### src/ipr_pkg.sv
// package: register map, field layout and reset values of the priority block
//
// Overview of operation
// - each priority field is three bits; its binary value is its level.
// - a field holding 000 disables its source; never presented as pending.
// - user source priority fields except dac right come out of reset at level 4.
// - unimplemented bits read zero and ignore writes.
// - status bits 6..0 show pending vector minus eight, reset zero.
// - codec error priority at bits 14..12; bits 11..0 unimplemented.
// - crc error at 14..12, serial2 error 10..8, serial1 error 6..4.
// - can tx request at 10..8, dma ch7 at 6..4, dma ch6 at 2..0.
// - without the can controller, can sources stay disabled.
// - dac left at 14..12; dac right at 10..8, reset to 000.
// - without the audio dac, both dac sources stay disabled.
package ipr_pkg;

    // ========================================================================
    // register byte addresses
    localparam logic [7:0] ipr_codec_err_addr = 8'h00;
    localparam logic [7:0] ipr_rtc_dma5_addr = 8'h04;
    localparam logic [7:0] ipr_crc_serial_addr = 8'h08;
    localparam logic [7:0] ipr_can_dma67_addr = 8'h0c;
    localparam logic [7:0] ipr_dac_addr = 8'h10;
    localparam logic [7:0] ipr_status_addr = 8'h14;

    // ========================================================================
    // field positions (low bit of each three-bit field, then of the status level and vector fields)
    localparam int ipr_pos_hi = 12;
    localparam int ipr_pos_mid = 8;
    localparam int ipr_pos_lo = 4;
    localparam int ipr_pos_bot = 0;
    localparam int ipr_level_pos = 8;
    localparam int ipr_vector_pos = 0;

    // ========================================================================
    // reset values
    localparam logic [2:0] ipr_prio_reset = 3'h4;
    localparam logic [2:0] ipr_prio_off = 3'h0;
    localparam logic [3:0] ipr_level_reset = 4'h0;
    localparam logic [6:0] ipr_vector_reset = 7'h00;

    // axi response codes
    localparam logic [1:0] ipr_resp_okay = 2'h0;
    localparam logic [1:0] ipr_resp_slverr = 2'h2;

    // number of sources held here
    localparam int ipr_num_src = 12;

    // source indices into the priority vector
    typedef enum logic [3:0] {
        ipr_src_codec_err = 4'h0,
        ipr_src_rtc = 4'h1,
        ipr_src_dma5 = 4'h2,
        ipr_src_codec_evt = 4'h3,
        ipr_src_crc = 4'h4,
        ipr_src_ser2 = 4'h5,
        ipr_src_ser1 = 4'h6,
        ipr_src_can_tx = 4'h7,
        ipr_src_dma7 = 4'h8,
        ipr_src_dma6 = 4'h9,
        ipr_src_dac_l = 4'ha,
        ipr_src_dac_r = 4'hb
    } ipr_src_t;

    // arbitration result as it lands in the status register
    typedef struct packed {
        logic [3:0] level;
        logic [6:0] vector;
    } ipr_status_t;

endpackage : ipr_pkg

### src/ipr_regs.sv
// module: priority registers, status register and axi4-lite slave
//
// Implementation choices: the AXI4-Lite slave port and the placing of the registers.
`timescale 1ns/1ps
module ipr_regs #(
    parameter bit has_can = 1'b1,
    parameter bit has_dac = 1'b1
) (
    input wire logic aclk,
    input wire logic aresetn,
    // axi4-lite slave
    input wire logic [7:0] s_axi_awaddr,
    input wire logic s_axi_awvalid,
    output logic s_axi_awready,
    input wire logic [31:0] s_axi_wdata,
    input wire logic [3:0] s_axi_wstrb,
    input wire logic s_axi_wvalid,
    output logic s_axi_wready,
    output logic [1:0] s_axi_bresp,
    output logic s_axi_bvalid,
    input wire logic s_axi_bready,
    input wire logic [7:0] s_axi_araddr,
    input wire logic s_axi_arvalid,
    output logic s_axi_arready,
    output logic [31:0] s_axi_rdata,
    output logic [1:0] s_axi_rresp,
    output logic s_axi_rvalid,
    input wire logic s_axi_rready,
    // arbitration logic result, same clock
    input wire logic arb_update,
    input wire logic [3:0] arb_new_cpu_level,
    input wire logic [6:0] arb_pending_vector_code,
    // effective per-source priorities to the arbiter, 3 bits per source
    output logic [35:0] src_prio
);

    // ========================================================================
    // storage
    logic [2:0] prio [ipr_pkg::ipr_num_src];
    ipr_pkg::ipr_status_t status;

    // write channel capture
    logic aw_held;
    logic w_held;
    logic [7:0] aw_addr;
    logic [31:0] w_data;
    logic [3:0] w_strb;
    logic do_write;

    assign do_write = aw_held && w_held && !s_axi_bvalid;

    // ========================================================================
    // decode: does an address name a mapped register
    function automatic logic is_mapped(input logic [7:0] a);
        if (a == ipr_pkg::ipr_codec_err_addr)
            is_mapped = 1'b1;
        else if (a == ipr_pkg::ipr_rtc_dma5_addr)
            is_mapped = 1'b1;
        else if (a == ipr_pkg::ipr_crc_serial_addr)
            is_mapped = 1'b1;
        else if (a == ipr_pkg::ipr_can_dma67_addr)
            is_mapped = 1'b1;
        else if (a == ipr_pkg::ipr_dac_addr)
            is_mapped = 1'b1;
        else if (a == ipr_pkg::ipr_status_addr)
            is_mapped = 1'b1;
        else
            is_mapped = 1'b0;
    endfunction : is_mapped

    // read data for an address; unimplemented bits are zero
    function automatic logic [31:0] read_word(input logic [7:0] a);
        read_word = 32'h0000_0000;
        if (a == ipr_pkg::ipr_codec_err_addr)
        begin
            read_word[14:12] = prio[ipr_pkg::ipr_src_codec_err];
        end
        else if (a == ipr_pkg::ipr_rtc_dma5_addr)
        begin
            read_word[10:8] = prio[ipr_pkg::ipr_src_rtc];
            read_word[6:4] = prio[ipr_pkg::ipr_src_dma5];
            read_word[2:0] = prio[ipr_pkg::ipr_src_codec_evt];
        end
        else if (a == ipr_pkg::ipr_crc_serial_addr)
        begin
            read_word[14:12] = prio[ipr_pkg::ipr_src_crc];
            read_word[10:8] = prio[ipr_pkg::ipr_src_ser2];
            read_word[6:4] = prio[ipr_pkg::ipr_src_ser1];
        end
        else if (a == ipr_pkg::ipr_can_dma67_addr)
        begin
            read_word[10:8] = prio[ipr_pkg::ipr_src_can_tx];
            read_word[6:4] = prio[ipr_pkg::ipr_src_dma7];
            read_word[2:0] = prio[ipr_pkg::ipr_src_dma6];
        end
        else if (a == ipr_pkg::ipr_dac_addr)
        begin
            read_word[14:12] = prio[ipr_pkg::ipr_src_dac_l];
            read_word[10:8] = prio[ipr_pkg::ipr_src_dac_r];
        end
        else if (a == ipr_pkg::ipr_status_addr)
        begin
            read_word[11:8] = status.level;
            read_word[6:0] = status.vector;
        end
    endfunction : read_word

    // ========================================================================
    // write address / data acceptance; each held until the write is performed and its response raised
    always_ff @(posedge aclk)
    begin
        if (!aresetn)
        begin
            aw_held <= 1'b0;
            aw_addr <= 8'h00;
        end
        else if (s_axi_awvalid && s_axi_awready)
        begin
            aw_held <= 1'b1;
            aw_addr <= s_axi_awaddr;
        end
        else if (do_write)
        begin
            aw_held <= 1'b0;
        end
    end

    always_ff @(posedge aclk)
    begin
        if (!aresetn)
        begin
            w_held <= 1'b0;
            w_data <= 32'h0000_0000;
            w_strb <= 4'h0;
        end
        else if (s_axi_wvalid && s_axi_wready)
        begin
            w_held <= 1'b1;
            w_data <= s_axi_wdata;
            w_strb <= s_axi_wstrb;
        end
        else if (do_write)
        begin
            w_held <= 1'b0;
        end
    end

    // ready is a flop: high while the channel slot is empty and no answer
    // waits, so nothing new is taken while bready holds a response back
    always_ff @(posedge aclk)
    begin
        if (!aresetn)
        begin
            s_axi_awready <= 1'b0;
            s_axi_wready <= 1'b0;
        end
        else
        begin
            s_axi_awready <= !aw_held && !(s_axi_awvalid && s_axi_awready)
                && !(s_axi_bvalid && !s_axi_bready);
            s_axi_wready <= !w_held && !(s_axi_wvalid && s_axi_wready)
                && !(s_axi_bvalid && !s_axi_bready);
        end
    end

    // write response; unmapped addresses answer slverr
    always_ff @(posedge aclk)
    begin
        if (!aresetn)
        begin
            s_axi_bvalid <= 1'b0;
            s_axi_bresp <= ipr_pkg::ipr_resp_okay;
        end
        else if (do_write)
        begin
            s_axi_bvalid <= 1'b1;
            s_axi_bresp <= is_mapped(aw_addr) ? ipr_pkg::ipr_resp_okay
                                              : ipr_pkg::ipr_resp_slverr;
        end
        else if (s_axi_bready)
        begin
            s_axi_bvalid <= 1'b0;
        end
    end

    // ========================================================================
    // priority fields; only byte lanes 1 and 0 hold anything
    generate
        for (genvar i = 0; i < ipr_pkg::ipr_num_src; i++)
        begin : g_prio
            localparam logic [7:0] addr =
                (i == 0) ? ipr_pkg::ipr_codec_err_addr :
                (i <= 3) ? ipr_pkg::ipr_rtc_dma5_addr :
                (i <= 6) ? ipr_pkg::ipr_crc_serial_addr :
                (i <= 9) ? ipr_pkg::ipr_can_dma67_addr :
                ipr_pkg::ipr_dac_addr;
            localparam int pos =
                (i == 0 || i == 4 || i == 10) ? ipr_pkg::ipr_pos_hi :
                (i == 1 || i == 5 || i == 7 || i == 11) ? ipr_pkg::ipr_pos_mid :
                (i == 2 || i == 6 || i == 8) ? ipr_pkg::ipr_pos_lo :
                ipr_pkg::ipr_pos_bot;
            // dac right is the one source that wakes up disabled
            localparam logic [2:0] rst_val = (i == 11) ? ipr_pkg::ipr_prio_off
                                                       : ipr_pkg::ipr_prio_reset;
            always_ff @(posedge aclk)
            begin
                if (!aresetn)
                    prio[i] <= rst_val;
                else if (do_write && aw_addr == addr && w_strb[pos / 8])
                    prio[i] <= w_data[pos +: 3];
            end
        end
    endgenerate

    // ========================================================================
    // status register, loaded by arbitration only; bus writes never reach it
    always_ff @(posedge aclk)
    begin
        if (!aresetn)
        begin
            status.level <= ipr_pkg::ipr_level_reset;
            status.vector <= ipr_pkg::ipr_vector_reset;
        end
        else if (arb_update)
        begin
            status.level <= arb_new_cpu_level;
            status.vector <= arb_pending_vector_code;
        end
    end

    // ========================================================================
    // read channel: one read at a time, data registered with the response
    always_ff @(posedge aclk)
    begin
        if (!aresetn)
        begin
            s_axi_arready <= 1'b0;
            s_axi_rvalid <= 1'b0;
            s_axi_rdata <= 32'h0000_0000;
            s_axi_rresp <= ipr_pkg::ipr_resp_okay;
        end
        else if (s_axi_arvalid && s_axi_arready)
        begin
            s_axi_arready <= 1'b0;
            s_axi_rvalid <= 1'b1;
            s_axi_rdata <= read_word(s_axi_araddr);
            s_axi_rresp <= is_mapped(s_axi_araddr) ? ipr_pkg::ipr_resp_okay
                                                   : ipr_pkg::ipr_resp_slverr;
        end
        else if (s_axi_rvalid)
        begin
            if (s_axi_rready)
            begin
                s_axi_rvalid <= 1'b0;
                s_axi_arready <= 1'b1;
            end
        end
        else
        begin
            s_axi_arready <= 1'b1;
        end
    end

    // ========================================================================
    // effective priorities to arbiter: 000 means disabled, absent units forced
    // off so the arbiter cannot present them whatever software wrote
    always_ff @(posedge aclk)
    begin
        if (!aresetn)
            src_prio <= 36'h0_0000_0000;
        else
            for (int i = 0; i < ipr_pkg::ipr_num_src; i++)
            begin
                if (i == ipr_pkg::ipr_src_can_tx && !has_can)
                    src_prio[3 * i +: 3] <= ipr_pkg::ipr_prio_off;
                else if ((i == ipr_pkg::ipr_src_dac_l ||
                          i == ipr_pkg::ipr_src_dac_r) && !has_dac)
                    src_prio[3 * i +: 3] <= ipr_pkg::ipr_prio_off;
                else
                    src_prio[3 * i +: 3] <= prio[i];
            end
    end

endmodule : ipr_regs

### config.mk
export PLATFORM = sky130hd
export DESIGN_NAME = ipr_regs
export DESIGN_NICKNAME = d
export VERILOG_FILES = /design/src/ipr_pkg.sv /design/src/ipr_regs.sv
export SDC_FILE = /design/constraint.sdc
export NUM_CORES = 1
export LEC_CHECK = 0
export BUFFER_PORTS_ARGS = -buffer_cell sky130_fd_sc_hd__buf_2
export CAP_MARGIN = 0
export CELL_PAD_IN_SITES_DETAIL_PLACEMENT = 0
export CELL_PAD_IN_SITES_GLOBAL_PLACEMENT = 2
export CORE_ASPECT_RATIO = 0.7
export CORE_MARGIN = 5
export CORE_UTILIZATION = 32
export CTS_CLUSTER_SIZE = 12
export DETAILED_ROUTE_END_ITERATION = 8
export GPL_ROUTABILITY_DRIVEN = 0
export PLACE_DENSITY = 0.78
export SLEW_MARGIN = 20
export SYNTH_ARGS = -nofsm -noshare
export SYNTH_HDL_FRONTEND = slang
export SYNTH_SLANG_ARGS = --single-unit
### constraint.sdc
create_clock -name aclk -period 2.5 [get_ports aclk]
set_input_delay 0.125 -clock aclk [delete_from_list [all_inputs] [get_ports aclk]]
set_output_delay 0.125 -clock aclk [all_outputs]
set_load 0.005 [all_outputs]
==> reports/results.tsv <==
stage	metric	value	unit
die	Die H	116.0	um
drt	Avg WL per Cell	15.19	um
die	Ports	148	
pwr	Final Power	5.051	mW
die	Core Area	0.01560	mm^2
clock_network	clk slew on worst S/H paths	0.06	ns
placed_design	pre-CTS setup slack	0.4870	ns
grt	first-pass GRT wire length	20.01	mm
pwr	maximum VDD drop	0.0003919	V
timing	Final Worst Setup Slack	0.4689	ns
drt	DR iter-0 viols	219	
timing	Tmin final	2.031	ns
clock_network	CTS tree	done	
timing	TNS Setup	0	ns
clock_network	# clock sinks	128	
pwr	static leakage	2.705	nW
pwr	power per cell area	755.8	mW/mm^2
yosys	#FFs+latches synth	128	
timing	RSZ-0062 raised after global routing	no	
clock_network	CTS root buffer	clkbuf_16	
placed_design	HPWL Detailed	9.310	mm
yosys	top cell type's share of synthesized area	0.3588	
yosys	Netlist cell types	44	
drt	drt pass-1 iters	4	
yosys	Synth Area per Inst	10.52	um^2
finish	Final Util	0.4286	
drt	Detail Route Antenna Nets	0	
worst_setup_path	CP Class	reg2reg	
yosys	sequential cell area fraction in the yosys report	0.5695	
timing	clock skew	0.01203	ns
worst_setup_path	CP cell instances	nor4_2 > nor3b_2 > nand3_1 > o21ai_0	
worst_setup_path	type of origin of the critical path	flop	
die	Chip Width	161.4	um
yosys	synthesized area	0.005132	mm^2
job	max cap viols	0	
finish	Post-layout nets	690	
clock_network	cts bufs inserted	17	
clock_network	postcts setup bufs	0	
placed_design	DP Area	0.005763	mm^2
grt	Tot GR Track Use	0.1364	
outcome	status	complete, no violations	
yosys	Post-Syn Instances	488	
placed_design	placed cells	770	
yosys	top-count cell post-synth	dfxtp_1	
yosys	Synth area leader	dfxtp_1	
timing	final setup fails	0	
yosys	most instantiated cells after synthesis	92 x dfxtp_1, 61 x nand2_1, 59 x and2_1	
timing	Worst-Margin Slew	0.7178	ns
die	row cnt	38	
grt	vias in the first global route	3771	
timing	Final Max Tran Viols	0	
worst_setup_path	WP data arrival	2.08	ns
yosys	synth warn	0	
yosys	Synth async-reset ratio	0	
clock_network	clk_lat worst skew	0.41	ns
worst_setup_path	slowest cell on the critical path	o21ai_0	
drt	Residual DRC	0	
worst_setup_path	WP data required	2.55	ns
yosys	prevailing post-synth register cell	dfxtp_1	
finish	ANT cells	0	
drt	Vias/cell	4.486	
finish	area grow syn2layout	30.23	%
timing	Final Hold Viols	0	
placed_design	IO Port Bufs	105	
yosys	number of flops mapped to enable cells by yosys	36	
grt	grt ovf	0	
die	die area	0.01871	mm^2
timing	f_max	492.3	MHz
yosys	top post-synthesis cells by area	dfxtp_1 36%, edfxtp_1 21%, and2_1 7.2%, nand2_1 4.5%, a21boi_0 4.1%	
worst_hold_path	class of the worst hold path	in2reg	
clock_network	H-tree levels	4	
drt	WL final	12.64	mm
worst_setup_path	CP peak stage delay	0.44	ns
timing	period utilization	0.8125	
worst_setup_path	CP Capture Type	flop	
grt	initial antenna violation count	0	
die	starting density of the core	0.3291	
clock_network	clk buf depth	2	
finish	fraction of layout instances using a drive strength above 1	0.2437	
finish	final instance area	0.006684	mm^2
drt	detailed-route via count	3732	
worst_setup_path	peak fanout along the critical path	5	
finish	Post-Layout Cell Count	832	
timing	final hold slack	0.004829	ns
grt	largest net degree at the start of global routing	54	
timing	Rel. slew slack	0.5215	
[layout by cell type, fill, tap and decap left out, types with 2 or more instances in the layout]
cell type	instances
a21boi_0	28
a21oi_1	13
a22oi_1	3
a311oi_1	2
a32oi_1	2
and2_1	59
and3_1	2
buf_2	105
buf_4	7
clkbuf_16	21
clkbuf_8	2
clkinv_4	5
clkinvlp_4	2
conb_1	20
dfxtp_1	92
dlygate4sd3_1	30
edfxtp_1	36
inv_1	5
mux2i_1	19
nand2_1	61
nand2b_1	12
nand3_1	12
nand3b_1	5
nor2_1	14
nor2b_1	19
nor3_1	3
nor4_1	3
nor4_2	2
o211ai_1	5
o21ai_0	13
o22ai_1	3
o31ai_1	2
o41ai_2	5
or3_1	6
[final cells by class]
| type | instances | area, um^2 |
|---|---|---|
| inverters | 5 | 18.77 |
| clock inverters | 8 | 63.81 |
| multi-input cells | 325 | 1993 |
| clock buffers | 24 | 556.8 |
| fillers | 1525 | 8911 |
| well taps | 200 | 250.2 |
| flip-flops and latches | 128 | 2923 |
| repair buffers | 142 | 878.3 |
[cells by family after synthesis]
family	Yosys count	share of synthesized area
other	1	0.0007306
AOI/OAI and AO/OA	80	0.1136
buffers and inverters	54	0.05607
DFF	128	0.5695
and+or+nand+nor	206	0.2231
muxes	19	0.03705
[sequential cells by signal (all words and copies together) (netlist names)]
name and count:
w_held 1, s_axi_awready 1, status 11, s_axi_rdata 14, s_axi_rresp 1, src_prio 36
w_data 12, prio 36, s_axi_wready 1, w_strb 2, s_axi_arready 1, s_axi_rvalid 1
s_axi_bresp 1, aw_addr 8, s_axi_bvalid 1, aw_held 1
[metal layers]
layer / wire (um) / track usage / vias to the layer above
met4: 81 / 0.03920 / 0
li1: - / - / 1897
met1: 6330 / 0.1990 / 1706
met5: 0 / 0 / -
met3: 876 / 0.03590 / 7
met2: 5347 / 0.1994 / 122
[worst max-delay path, delay by kind of cell, from the launching register on]
family	cells	cell delay, ns
AO/OA/AOI/OAI	1	0.44
flip-flops	1	0.32
AND/OR/NAND/NOR	3	0.91
[where the power goes]
group,internal [mW],switching (mW)
logic,0.157,0.172
clock network,1.57,0.902
registers,2.21,0.0489
total,3.93,1.12
[worst paths after layout]
check / startpoint / to / slack, ns / cells past startpoint
worst max-delay path: aw_addr[1]$_SDFFE_PN0P_ / prio[1][10]$_SDFFCE_PN0P_ / 0.47 / 4
worst min-delay path: arb_new_cpu_level[1] / status[8]$_SDFFE_PN0P_ / 0.005 / 3
worst max register to register: aw_addr[1]$_SDFFE_PN0P_ / prio[1][10]$_SDFFCE_PN0P_ / 0.47 / 4
worst min register to register: s_axi_rdata[5]$_SDFFE_PN0P_ / s_axi_rdata[5]$_SDFFE_PN0P_ / 0.48 / 2
[timing repair]
action,4_1_cts,5_1_grt
hold buffers,30,0
setup endpoints to repair,0,0
endpoints found under the hold margin,30,0
resized for setup,0,0
No activity file was read; power rests on OpenSTA's default activity.
